<file path="src/design/amp_regs_defines.vh">
// register layout, reset values and timing counts for the amplifier register bank
// included by the bank only, the two-wire slave uses none of it; definitions only
`ifndef AMP_REGS_DEFINES_VH
`define AMP_REGS_DEFINES_VH

// byte positions within a burst
`define IDX_R_BRIDGED 3'd0
`define IDX_L_BRIDGED 3'd1
`define IDX_R_ONE_ENDED 3'd2
`define IDX_L_ONE_ENDED 3'd3
`define IDX_MASK 3'd4
`define IDX_CTRL 3'd5
`define REG_COUNT 3'd6
`define LAST_IDX 3'd5

// reset values
`define GAIN_RESET 8'h3F
`define MASK_RESET 8'hFF
`define CTRL_RESET 8'h00

// gain register fields
`define GAIN_CODE_MSB 5
`define GAIN_MUTE_A 6
`define GAIN_MUTE_B 7

// mask register fields
`define MASK_PWRDN 0
`define MASK_MODE 1
`define MASK_TONE 2
`define MASK_BUSY 7

// control register fields
`define CTRL_PWRDN 0
`define CTRL_INPUT 1
`define CTRL_RSVD0 2
`define CTRL_MUTE 3
`define CTRL_RSVD1 4
`define CTRL_MODE 5
`define CTRL_GSEL 6
`define CTRL_TONE 7

// power-up sequence length in microseconds, and cycles at 100 MHz
`define PWRUP_US 100
`define CLK_MHZ 100
`define PWRUP_CYCLES (`PWRUP_US * `CLK_MHZ)

// tone detector: rising edges needed, and idle time that drops detection
`define TONE_EDGES 4'd8
`define TONE_IDLE_US 10000
`define TONE_IDLE_CYCLES (`TONE_IDLE_US * `CLK_MHZ)

// fixed upper five address bits, arbitrary default
`define ADDR_FIXED 5'h1B

`endif

</file>
<file path="src/design/two_wire_slave.v">
// two-wire serial slave: start/stop, address match, byte shifting, ack
// assumes scl and sda inputs are already synchronised to clk
`timescale 1ns/1ps
`default_nettype none
module two_wire_slave (
   input wire clk,
   input wire rst_n,
   input wire scl_s,
   input wire sda_s,
   input wire [6:0] own_addr,
   input wire [7:0] tx_byte,
   output reg sda_oe_n,
   output reg rx_valid,
   output reg [7:0] rx_byte,
   output reg tx_load,
   output reg frame_start,
   output reg is_read
);
   localparam ST_IDLE = 5'b00001;
   localparam ST_ADDR = 5'b00010;
   localparam ST_WDATA = 5'b00100;
   localparam ST_RDATA = 5'b01000;
   localparam ST_ACK = 5'b10000;

   reg scl_q;
   reg sda_q;
   reg [4:0] state_q;
   reg [3:0] bit_q;
   reg [7:0] shift_q;
   reg master_nack_q;
   wire scl_rise = scl_s & ~scl_q;
   wire scl_fall = ~scl_s & scl_q;
   wire start_c = scl_s & scl_q & sda_q & ~sda_s;
   wire stop_c = scl_s & scl_q & ~sda_q & sda_s;

   // bus state machine, driven by scl edges seen on clk
   always @(posedge clk or negedge rst_n) begin
      if (!rst_n) begin
         scl_q <= 1'b1;
         sda_q <= 1'b1;
         state_q <= ST_IDLE;
         bit_q <= 4'h0;
         shift_q <= 8'h00;
         master_nack_q <= 1'b0;
         sda_oe_n <= 1'b1;
         rx_valid <= 1'b0;
         rx_byte <= 8'h00;
         tx_load <= 1'b0;
         frame_start <= 1'b0;
         is_read <= 1'b0;
      end else begin
         scl_q <= scl_s;
         sda_q <= sda_s;
         rx_valid <= 1'b0;
         tx_load <= 1'b0;
         frame_start <= 1'b0;
         if (start_c) begin
            state_q <= ST_ADDR;
            bit_q <= 4'h0;
            sda_oe_n <= 1'b1;
         end else if (stop_c) begin
            state_q <= ST_IDLE;
            sda_oe_n <= 1'b1;
         end else begin
            case (state_q)
               ST_IDLE: begin
                  sda_oe_n <= 1'b1;
               end
               ST_ADDR, ST_WDATA: begin
                  if (scl_rise) begin
                     shift_q <= {shift_q[6:0], sda_s};
                     bit_q <= bit_q + 4'h1;
                  end
                  if (scl_fall && bit_q == 4'h8) begin
                     bit_q <= 4'h0;
                     if (state_q == ST_ADDR) begin
                        // address match: upper five fixed, two from pins
                        if (shift_q[7:1] == own_addr) begin
                           sda_oe_n <= 1'b0;
                           is_read <= shift_q[0];
                           frame_start <= 1'b1;
                           state_q <= ST_ACK;
                        end else begin
                           state_q <= ST_IDLE;
                        end
                     end else begin
                        rx_byte <= shift_q;
                        rx_valid <= 1'b1;
                        sda_oe_n <= 1'b0;
                        state_q <= ST_ACK;
                     end
                  end
               end
               ST_ACK: begin
                  // slave ack ends at the falling edge of the ninth clock
                  if (scl_fall) begin
                     if (is_read) begin
                        tx_load <= 1'b1;
                        shift_q <= tx_byte;
                        sda_oe_n <= tx_byte[7];
                        bit_q <= 4'h1;
                        state_q <= ST_RDATA;
                     end else begin
                        sda_oe_n <= 1'b1;
                        state_q <= ST_WDATA;
                     end
                  end
               end
               ST_RDATA: begin
                  if (scl_rise && bit_q == 4'h9) begin
                     master_nack_q <= sda_s;
                  end
                  if (scl_fall) begin
                     if (bit_q == 4'h8) begin
                        sda_oe_n <= 1'b1; // release for master ack
                        bit_q <= 4'h9;
                     end else if (bit_q == 4'h9) begin
                        if (master_nack_q) begin
                           state_q <= ST_IDLE;
                        end else begin
                           tx_load <= 1'b1;
                           shift_q <= tx_byte;
                           sda_oe_n <= tx_byte[7];
                           bit_q <= 4'h1;
                        end
                     end else begin
                        sda_oe_n <= shift_q[7 - bit_q[2:0]];
                        bit_q <= bit_q + 4'h1;
                     end
                  end
               end
               default: begin
                  state_q <= ST_IDLE;
               end
            endcase
         end
      end
   end

endmodule // two_wire_slave
`default_nettype wire

</file>
<file path="src/design/amp_register_bank.v">
// register bank of a stereo amplifier, reached over a two-wire serial slave
// assumes pins are asynchronous to SYS_CLK_I; power-up reset on RESETN_I
// outputs are registered and drive the analog controls directly
//
// What this block does
// - read burst returns all six registers
// - six-bit gain code, 64 steps
// - gain bit 7 or 6 mutes channel
// - power-up gain is minimum, minus sixty
// - mask bit 7 flags power-up running
// - mask bits choose pin or register control
// - mask one: external pin decides
// - mask zero: control bit decides; for tone, detection also enables
// - tone mask one gives automatic detection
// - control bit 0 high requests power-down
// - control bit 1 picks line or headphone
// - masked mode: input follows mode pin
// - control bit 3 mutes amplifier
// - control bit 5 picks output mode
// - control bit 6 picks gain set
// - masked mode: gain set follows pin
// - control bit 7 forces tone active
// - seven-bit address, two from pins
// - power-down mutes and enters low current
// - tone valid after eight rising edges
`timescale 1ns/1ps
`default_nettype none
`include "amp_regs_defines.vh"
module amp_register_bank #(
   parameter [4:0] ADDR_FIXED = `ADDR_FIXED, // arbitrary default
   parameter [31:0] PWRUP_CYCLES = `PWRUP_CYCLES,
   parameter [31:0] TONE_IDLE_CYCLES = `TONE_IDLE_CYCLES
) (
   input wire SYS_CLK_I,
   input wire RESETN_I,
   input wire SCL_I,
   input wire SDA_I,
   output wire SDA_O,
   output wire SDA_OE_N_O,
   input wire ADDR_PIN_ONE_I,
   input wire ADDR_PIN_ZERO_I,
   input wire PWRDN_N_PIN_I,
   input wire OUTPUT_MODE_PIN_I,
   input wire TONE_INPUT_I,
   output reg [5:0] RIGHT_GAIN_CODE_O,
   output reg [5:0] LEFT_GAIN_CODE_O,
   output reg [6:0] RIGHT_ATTEN_STEP_O,
   output reg [6:0] LEFT_ATTEN_STEP_O,
   output reg RIGHT_MUTE_O,
   output reg LEFT_MUTE_O,
   output reg POWER_DOWN_O,
   output reg ONE_ENDED_OUTPUT_O,
   output reg INPUT_CHOICE_BIT_O,
   output reg TONE_ACTIVE_O,
   output reg POWERING_UP_O
);
   // two-flop synchronisers for every pin input
   // scl and sda share one delay, so start and stop keep their order
   reg [6:0] sync1_q;
   reg [6:0] sync2_q;
   always @(posedge SYS_CLK_I or negedge RESETN_I) begin
      if (!RESETN_I) begin
         // idle levels: bus lines high, mode and tone low, no false edge
         sync1_q <= 7'h7C;
         sync2_q <= 7'h7C;
      end else begin
         sync1_q <= {SCL_I, SDA_I, ADDR_PIN_ONE_I, ADDR_PIN_ZERO_I, PWRDN_N_PIN_I,
            OUTPUT_MODE_PIN_I, TONE_INPUT_I};
         sync2_q <= sync1_q;
      end
   end
   wire scl_s = sync2_q[6];
   wire sda_s = sync2_q[5];
   wire a1_s = sync2_q[4];
   wire a0_s = sync2_q[3];
   wire pwrdn_n_s = sync2_q[2];
   wire mode_pin_s = sync2_q[1];
   wire tone_s = sync2_q[0];

   // monotonic code to attenuation step: code 3F is least gain
   // identity table; a reversed step order also changes the step reset values below
   function [6:0] gain_step;
      input [5:0] code;
      begin
         gain_step = {1'b0, code}; // one step of 1.25 dB per code
      end
   endfunction

   // mute when either mute bit of a gain byte is set
   // both mute bits act alike
   function gain_muted;
      input [7:0] g;
      begin
         gain_muted = g[`GAIN_MUTE_A] | g[`GAIN_MUTE_B];
      end
   endfunction

   // register storage, indexed by burst position
   // mask bit 7 is stored as written but never shown
   // the read path shows the live flag there instead
   reg [7:0] regs_q [0:5];
   reg [2:0] idx_q;
   reg busy_q;
   reg [31:0] pwrup_cnt_q;

   wire rx_valid;
   wire [7:0] rx_byte;
   wire tx_load;
   wire frame_start;
   wire is_read;
   wire slave_oe_n;
   // address pins are read live; change them only on an idle bus
   wire [6:0] own_addr = {ADDR_FIXED, a1_s, a0_s};

   // read byte: mask bit 7 shows the power-up flag
   // the slave copies this byte in the cycle it raises tx_load
   wire [7:0] tx_byte = (idx_q == `IDX_MASK) ?
      {busy_q, regs_q[`IDX_MASK][6:0]} : regs_q[idx_q];

   // bit-level bus engine; it sees only synchronised lines
   // address match and ack timing live there
   two_wire_slave u_slave (
      .clk(SYS_CLK_I),
      .rst_n(RESETN_I),
      .scl_s(scl_s),
      .sda_s(sda_s),
      .own_addr(own_addr),
      .tx_byte(tx_byte),
      .sda_oe_n(slave_oe_n),
      .rx_valid(rx_valid),
      .rx_byte(rx_byte),
      .tx_load(tx_load),
      .frame_start(frame_start),
      .is_read(is_read)
   );

   // open drain: drive low only
   // a one is sent by releasing the line to its pull-up
   // SDA_O is tied low; only the enable moves
   assign SDA_O = 1'b0;
   assign SDA_OE_N_O = slave_oe_n;

   // staged write burst; registers commit only after the sixth byte
   // a cut-short transfer leaves the live set untouched, so the
   // amplifier never runs on half a new configuration
   reg [7:0] stage_q [0:5];
   wire burst_done = rx_valid && (idx_q == `LAST_IDX);

   // byte index walks the fixed order, restarting each transfer
   // bytes past the sixth keep landing on the control stage
   // a read wraps to the first byte after the sixth
   always @(posedge SYS_CLK_I or negedge RESETN_I) begin
      if (!RESETN_I) begin
         idx_q <= 3'd0;
      end else if (frame_start) begin
         idx_q <= 3'd0;
      end else if ((rx_valid || tx_load) && idx_q != `LAST_IDX) begin
         idx_q <= idx_q + 3'd1;
      end else if (tx_load) begin
         idx_q <= 3'd0; // read wraps if master keeps acking
      end
   end

   // one stage and one commit process per register
   genvar gi;
   generate
      for (gi = 0; gi < 6; gi = gi + 1) begin : g_reg
         // staging capture of each incoming byte
         always @(posedge SYS_CLK_I or negedge RESETN_I) begin
            if (!RESETN_I) begin
               stage_q[gi] <= 8'h00;
            end else if (rx_valid && idx_q == gi) begin
               stage_q[gi] <= rx_byte;
            end
         end
         // commit whole set at once; a short burst changes nothing
         always @(posedge SYS_CLK_I or negedge RESETN_I) begin
            if (!RESETN_I) begin
               regs_q[gi] <= (gi == `IDX_MASK) ? `MASK_RESET :
                  (gi == `IDX_CTRL) ? `CTRL_RESET : `GAIN_RESET;
            end else if (burst_done) begin
               if (gi == `LAST_IDX) begin
                  regs_q[gi] <= rx_byte;
               end else begin
                  regs_q[gi] <= stage_q[gi];
               end
            end
         end
      end
   endgenerate

   // power-up sequence timer holds the busy flag
   // gains changed before the flag clears may click; the host polls it
   // the count starts again on every reset
   always @(posedge SYS_CLK_I or negedge RESETN_I) begin
      if (!RESETN_I) begin
         busy_q <= 1'b1;
         pwrup_cnt_q <= 32'd0;
      end else if (busy_q) begin
         if (pwrup_cnt_q >= PWRUP_CYCLES - 32'd1) begin
            busy_q <= 1'b0;
         end else begin
            pwrup_cnt_q <= pwrup_cnt_q + 32'd1;
         end
      end
   end

   // tone detector: count rising edges, drop after idle time
   // a lone glitch cannot enable the tone path; a quiet spell
   // of the idle time starts the count again
   // edges are counted on the synchronised level
   reg tone_q;
   reg [3:0] edge_cnt_q;
   reg [31:0] idle_cnt_q;
   reg tone_valid_q;
   always @(posedge SYS_CLK_I or negedge RESETN_I) begin
      if (!RESETN_I) begin
         tone_q <= 1'b0;
         edge_cnt_q <= 4'h0;
         idle_cnt_q <= 32'd0;
         tone_valid_q <= 1'b0;
      end else begin
         tone_q <= tone_s;
         if (tone_s && !tone_q) begin
            idle_cnt_q <= 32'd0;
            if (edge_cnt_q < `TONE_EDGES) begin
               edge_cnt_q <= edge_cnt_q + 4'h1;
            end
            if (edge_cnt_q >= `TONE_EDGES - 4'h1) begin
               tone_valid_q <= 1'b1;
            end
         end else if (idle_cnt_q >= TONE_IDLE_CYCLES - 32'd1) begin
            edge_cnt_q <= 4'h0;
            tone_valid_q <= 1'b0;
         end else begin
            idle_cnt_q <= idle_cnt_q + 32'd1;
         end
      end
   end

   // effective mode choice: mask picks pin or control bit
   // when masked, the mode pin moves output mode, input source and
   // gain set together; the power-down pin is active low, the bit high
   // with the tone mask clear, control bit 7 forces the path on
   // tone detection still runs when that bit is clear
   wire [7:0] mask_w = regs_q[`IDX_MASK];
   wire [7:0] ctrl_w = regs_q[`IDX_CTRL];
   wire pwrdn_w = mask_w[`MASK_PWRDN] ? ~pwrdn_n_s : ctrl_w[`CTRL_PWRDN];
   wire one_ended_w = mask_w[`MASK_MODE] ? mode_pin_s : ctrl_w[`CTRL_MODE];
   wire input_w = mask_w[`MASK_MODE] ? mode_pin_s : ctrl_w[`CTRL_INPUT];
   wire gsel_w = mask_w[`MASK_MODE] ? mode_pin_s : ctrl_w[`CTRL_GSEL];
   wire tone_w = mask_w[`MASK_TONE] ? tone_valid_q :
      (ctrl_w[`CTRL_TONE] | tone_valid_q);
   wire [7:0] r_gain = gsel_w ? regs_q[`IDX_R_ONE_ENDED] : regs_q[`IDX_R_BRIDGED];
   wire [7:0] l_gain = gsel_w ? regs_q[`IDX_L_ONE_ENDED] : regs_q[`IDX_L_BRIDGED];
   wire common_mute = ctrl_w[`CTRL_MUTE] | pwrdn_w;

   // registered outputs toward the analog path, one process per group
   // so that each group can be traced on its own

   // gain codes of the active set; the mute bits never reach the code
   always @(posedge SYS_CLK_I or negedge RESETN_I) begin
      if (!RESETN_I) begin
         RIGHT_GAIN_CODE_O <= 6'h3F;
         LEFT_GAIN_CODE_O <= 6'h3F;
      end else begin
         RIGHT_GAIN_CODE_O <= r_gain[`GAIN_CODE_MSB:0];
         LEFT_GAIN_CODE_O <= l_gain[`GAIN_CODE_MSB:0];
      end
   end

   // attenuation steps; reset value matches the least-gain code
   always @(posedge SYS_CLK_I or negedge RESETN_I) begin
      if (!RESETN_I) begin
         RIGHT_ATTEN_STEP_O <= 7'h3F;
         LEFT_ATTEN_STEP_O <= 7'h3F;
      end else begin
         RIGHT_ATTEN_STEP_O <= gain_step(r_gain[`GAIN_CODE_MSB:0]);
         LEFT_ATTEN_STEP_O <= gain_step(l_gain[`GAIN_CODE_MSB:0]);
      end
   end

   // channel mutes: gain-byte bits, control mute or power-down
   always @(posedge SYS_CLK_I or negedge RESETN_I) begin
      if (!RESETN_I) begin
         RIGHT_MUTE_O <= 1'b0;
         LEFT_MUTE_O <= 1'b0;
      end else begin
         RIGHT_MUTE_O <= gain_muted(r_gain) | common_mute;
         LEFT_MUTE_O <= gain_muted(l_gain) | common_mute;
      end
   end

   // power-down request toward the bias and output stages
   always @(posedge SYS_CLK_I or negedge RESETN_I) begin
      if (!RESETN_I) begin
         POWER_DOWN_O <= 1'b0;
      end else begin
         POWER_DOWN_O <= pwrdn_w;
      end
   end

   // output mode and input choice, from pin or control bit
   always @(posedge SYS_CLK_I or negedge RESETN_I) begin
      if (!RESETN_I) begin
         ONE_ENDED_OUTPUT_O <= 1'b0;
         INPUT_CHOICE_BIT_O <= 1'b0;
      end else begin
         ONE_ENDED_OUTPUT_O <= one_ended_w;
         INPUT_CHOICE_BIT_O <= input_w;
      end
   end

   // tone path enable
   always @(posedge SYS_CLK_I or negedge RESETN_I) begin
      if (!RESETN_I) begin
         TONE_ACTIVE_O <= 1'b0;
      end else begin
         TONE_ACTIVE_O <= tone_w;
      end
   end

   // power-up flag toward the host side and the analog sequencer
   always @(posedge SYS_CLK_I or negedge RESETN_I) begin
      if (!RESETN_I) begin
         POWERING_UP_O <= 1'b1;
      end else begin
         POWERING_UP_O <= busy_q;
      end
   end

   // is_read is consumed inside the slave; kept visible for the read path
   wire unused_read = is_read;
endmodule // amp_register_bank
`default_nettype wire

</file>
<file path="config.mk">
export PLATFORM = sky130hd
export DESIGN_NAME = amp_register_bank
export DESIGN_NICKNAME = d
export VERILOG_FILES = /design/src/design/two_wire_slave.v /design/src/design/amp_register_bank.v
export VERILOG_INCLUDE_DIRS = /design/src /design/src/design
export SDC_FILE = /design/constraint.sdc
export NUM_CORES = 1
export LEC_CHECK = 0
export ABC_AREA = 1
export ABC_CLOCK_PERIOD_IN_PS = 1850
export BUFFER_PORTS_ARGS = -buffer_cell sky130_fd_sc_hd__buf_2
export CAP_MARGIN = 20
export CORE_ASPECT_RATIO = 1.4
export CORE_UTILIZATION = 50
export CTS_BUF_LIST = sky130_fd_sc_hd__clkbuf_8
export DETAILED_ROUTE_END_ITERATION = 8
export PLACE_DENSITY = 0.7
export SLEW_MARGIN = 30
export SYNTH_ARGS = -nofsm -noshare
export SYNTH_HDL_FRONTEND = slang
export SYNTH_SLANG_ARGS = --single-unit
</file>
<file path="constraint.sdc">
create_clock -name SYS_CLK_I -period 1.85 [get_ports SYS_CLK_I]
set_clock_uncertainty 0.15 [all_clocks]
set_input_delay 0.37 -clock SYS_CLK_I [delete_from_list [all_inputs] [get_ports SYS_CLK_I]]
set_output_delay 0.37 -clock SYS_CLK_I [all_outputs]
set_load 0.01 [all_outputs]
</file>
==> impl_metrics.toml <==
[route]
detail_route.iter0.violations = 507
drc_errors = 0
postRouteAntennaNets = 0
dr.pass1.iters = 5
via_per_inst = 5.208
finalWirelength_mm = 23.52
wire_per_inst_um = 14.63
vias = 8374

[layout]
fin_cells = 1608
nets = 1342
num-fill-cells = 1724
drive_gt1_frac = 0.2700
antennaDiodeCount = 0
fin_area_sq_mm = 0.01276
syn2layout_area_growth_pct = 21.11

[pwr]
power.leakage_nw = 6.111
p_switching_mw = 3.374
seq_power_share = 0.474
swShare = 0.2884
p_int_mw = 8.326
ir_worst_vdd_uv = 614.0
power.share.clock = 0.350
p_per_area_mw_per_mm2 = 916.8
pwr-share-comb = 0.176

[synthesis]
synth_seq_cells = 228
ys_types = 42
ys_warn_count = 0
syn_area_sq_mm = 0.01054
syn_avg_cell_area_sq_um = 8.666
seq_area_frac_synth = 0.5486
synthCells = 1216

[global_routing]
grt_pass1_vias = 8313
gr-total-overflow = 0
grt_pass1_wl_mm = 38.91
antenna_found_initial = 0
grt_max_degree = 57
grt_usage = 0.2220

[placement]
place_congestion = 0.9569
place_inst = 1518
placed_cell_area_sq_mm = 0.01140
dp_slack_ns = -0.01967
dp_hpwl_mm = 16.38
io_buffers = 40

[clocking]
root_buffer = "clkbuf_8"
worstSkewPairLatency_ns = 0.53
clock_sinks = 228
h-tree-depth = 2
cts_tree = "built"
cts_buffers = 38
clk_pin_slew_ns = 0.06
cts_buffer_depth = 3

[setup_path]
path_delay_family = "flip-flops"
cp_cell_sequence = "buf_4 -> ha_1 -> nand2_1 -> inv_1 -> nand2_2 -> buf_12 -> mux2_2"
startpoint_type = "flop"
slowest_stage = "dfrtp_2"
crit_arrival_ns = 2.09
path_class = "reg2reg"
crit_fanout = 24
path_buf_inv = 3
slowest_delay_ns = 0.42
critPathCaptureType = "flop"
critPathRequiredTime_ns = 2.10

[timing]
finalHoldViolations = 0
min_period_ns = 1.845
setup_viol = 0
fin_crit_sh = 0.9971
fmax_ghz = 0.5421
finalMaxSlewViolations = 0
rsz0062_at_grt = "true"
layout_setup_ws_ns = 0.005424

[die]
fp.coreArea_sq_mm = 0.02056
die-area_sq_mm = 0.02167
die_h_um = 173.8
initial_core_util = 0.5126
rows = 62
ios = 44
fp.dieW_um = 124.7

[status]
status = "finished, final reports clean"

[min_path]
hp-class = "reg2reg"

[flow_run]
drv_cap = 0
==> registers in the layout, summed over array words and instances (netlist names), 5 cells and up <==
signal / cells
LEFT_ATTEN_STEP_O: 6
u_slave.state_q: 5
u_slave.shift_q: 8
sync2_q: 7
stage_q: 40
pwrup_cnt_q: 32
ctrl_w: 8
idle_cnt_q: 32
regs_q: 32
mask_w: 8
RIGHT_ATTEN_STEP_O: 6
sync1_q: 7
u_slave.rx_byte: 8
==> placed cells by master, fill, tap and decap left out, types with 10 or more instances in the layout <==
master	instances
o21ai_0	98
nor2_4	11
dfrtp_1	165
a21oi_1	42
nor2_1	121
dfstp_2	60
xor2_1	17
buf_2	39
xnor2_1	11
nor3_1	10
nand3_2	13
nand2_1	251
nand3_1	84
nand4_1	13
nand2_4	13
clkbuf_8	44
buf_12	10
mux2_2	22
inv_1	127
buf_4	64
o21ai_1	10
nand2_2	29
==> metal layers <==
metal	vias to the layer above	global-route usage	wire length [um]
li1	4110	-	-
met3	62	0.03519	796
met1	4035	0.2442	9092
met5	-	0	0
met2	167	0.4125	12730
met4	0	0.1059	901
==> cell usage after synthesis (all sizes together) <==
master  number  area share
nand2      293        0.11
dfrtp      168        0.40
nor2       138       0.053
o21ai      117       0.056
inv        116       0.041
nand3      100       0.049
dfstp       60        0.15
a21oi       44       0.021
clkbuf      40       0.014
buf         31       0.020
mux2        22       0.024
xor2        17       0.014
nand4       13      0.0077
ha          11       0.013
xnor2       11      0.0091
nor3        10      0.0047
o211ai       9      0.0064
nor4         4      0.0024
a31oi        2      0.0018
a21boi       1     0.00071
a41oi        1     0.00083
conb         1     0.00036
mux2i        1     0.00095
nand3b       1     0.00071
nor2b        1     0.00059
nor3b        1     0.00071
o21a         1     0.00071
o21bai       1     0.00071
o32ai        1     0.00083
==> through the flow <==
stage          TNS [ns]  hold slack [ns]  total power [mW]    util
2_1_floorplan         0         -0.07559             6.639       -
3_3_place_gp          0           0.1836             7.250  0.5547
3_5_place_dp   -0.09920           0.1855             7.303  0.5547
4_1_cts               0           0.2064             11.48  0.5948
5_1_grt          -3.070           0.2067             12.32  0.6208
6_report              0           0.2039             11.70  0.6208
==> layout make-up <==
class,count,area (sq um),share of cell area
Multi-Input combinational cell,804,4359,0.3416
Timing Repair Buffer,134,1147,0.08990
Clock buffer,44,605.6,0.04745
Sequential cell,228,5784,0.4532
Clock inverter,26,107.6,0.008431
Tap cell,256,320.3,0.02510
Inverter,116,437.9,0.03431
==> cells by family after synthesis <==
group,after synthesis,share of synthesized area
compound gates,177,0.08953
xor+xnor,28,0.02327
fa+ha+maj,11,0.01306
buf+inv,187,0.07575
flops,228,0.5486
mux,23,0.02446
other cells,1,0.0003559
simple gates,561,0.2250
==> worst register-to-register path: stages (launching register included) <==
cell	delay (ns)
dfrtp_2	0.42
buf_4	0.17
ha_1	0.22
nand2_1	0.07
inv_1	0.05
nand2_2	0.10
buf_12	0.18
mux2_2	0.36
==> power by group through the flow <==
stage          sequential, mW  clock [mW]  combinational, mW
5_1_grt                  5.57        4.46               2.30
3_5_place_dp             5.59           0               1.71
6_report                 5.55        4.10               2.06
3_3_place_gp             5.58           0               1.67
2_1_floorplan            5.57           0               1.07
4_1_cts                  5.51        4.22               1.75
==> final timing paths <==
path	startpoint	to	cells past startpoint	slack, ns
worst min register to register	sync1_q[4]$_DFF_PN1_	sync2_q[4]$_DFF_PN1_	0	0.20
worst max-delay path	idx_q[0]$_DFFE_PN0P_	regs_q[46]$_DFFE_PN0P_	7	0.005
min in group asynchronous	RESETN_I	stage_q[18]$_DFFE_PN0P_	2	0.22
worst max register to register	idx_q[0]$_DFFE_PN0P_	regs_q[46]$_DFFE_PN0P_	7	0.005
max in group asynchronous	RESETN_I	regs_q[45]$_DFFE_PN1P_	3	0.62
worst min-delay path	sync1_q[4]$_DFF_PN1_	sync2_q[4]$_DFF_PN1_	0	0.20
==> what timing repair did <==
| item | 4_1_cts | 5_1_grt |
|---|---|---|
| endpoints found under the hold margin | 54 | 0 |
| gates resized for setup | 9 | 112 |
| hold buffers | 8 | 0 |
| pin swaps | 3 | 25 |
| gates cloned | 1 | 3 |
| setup buffers | 0 | 8 |
| endpoints found under the setup margin | 17 | 91 |
Power figures use the tool's default switching activity.
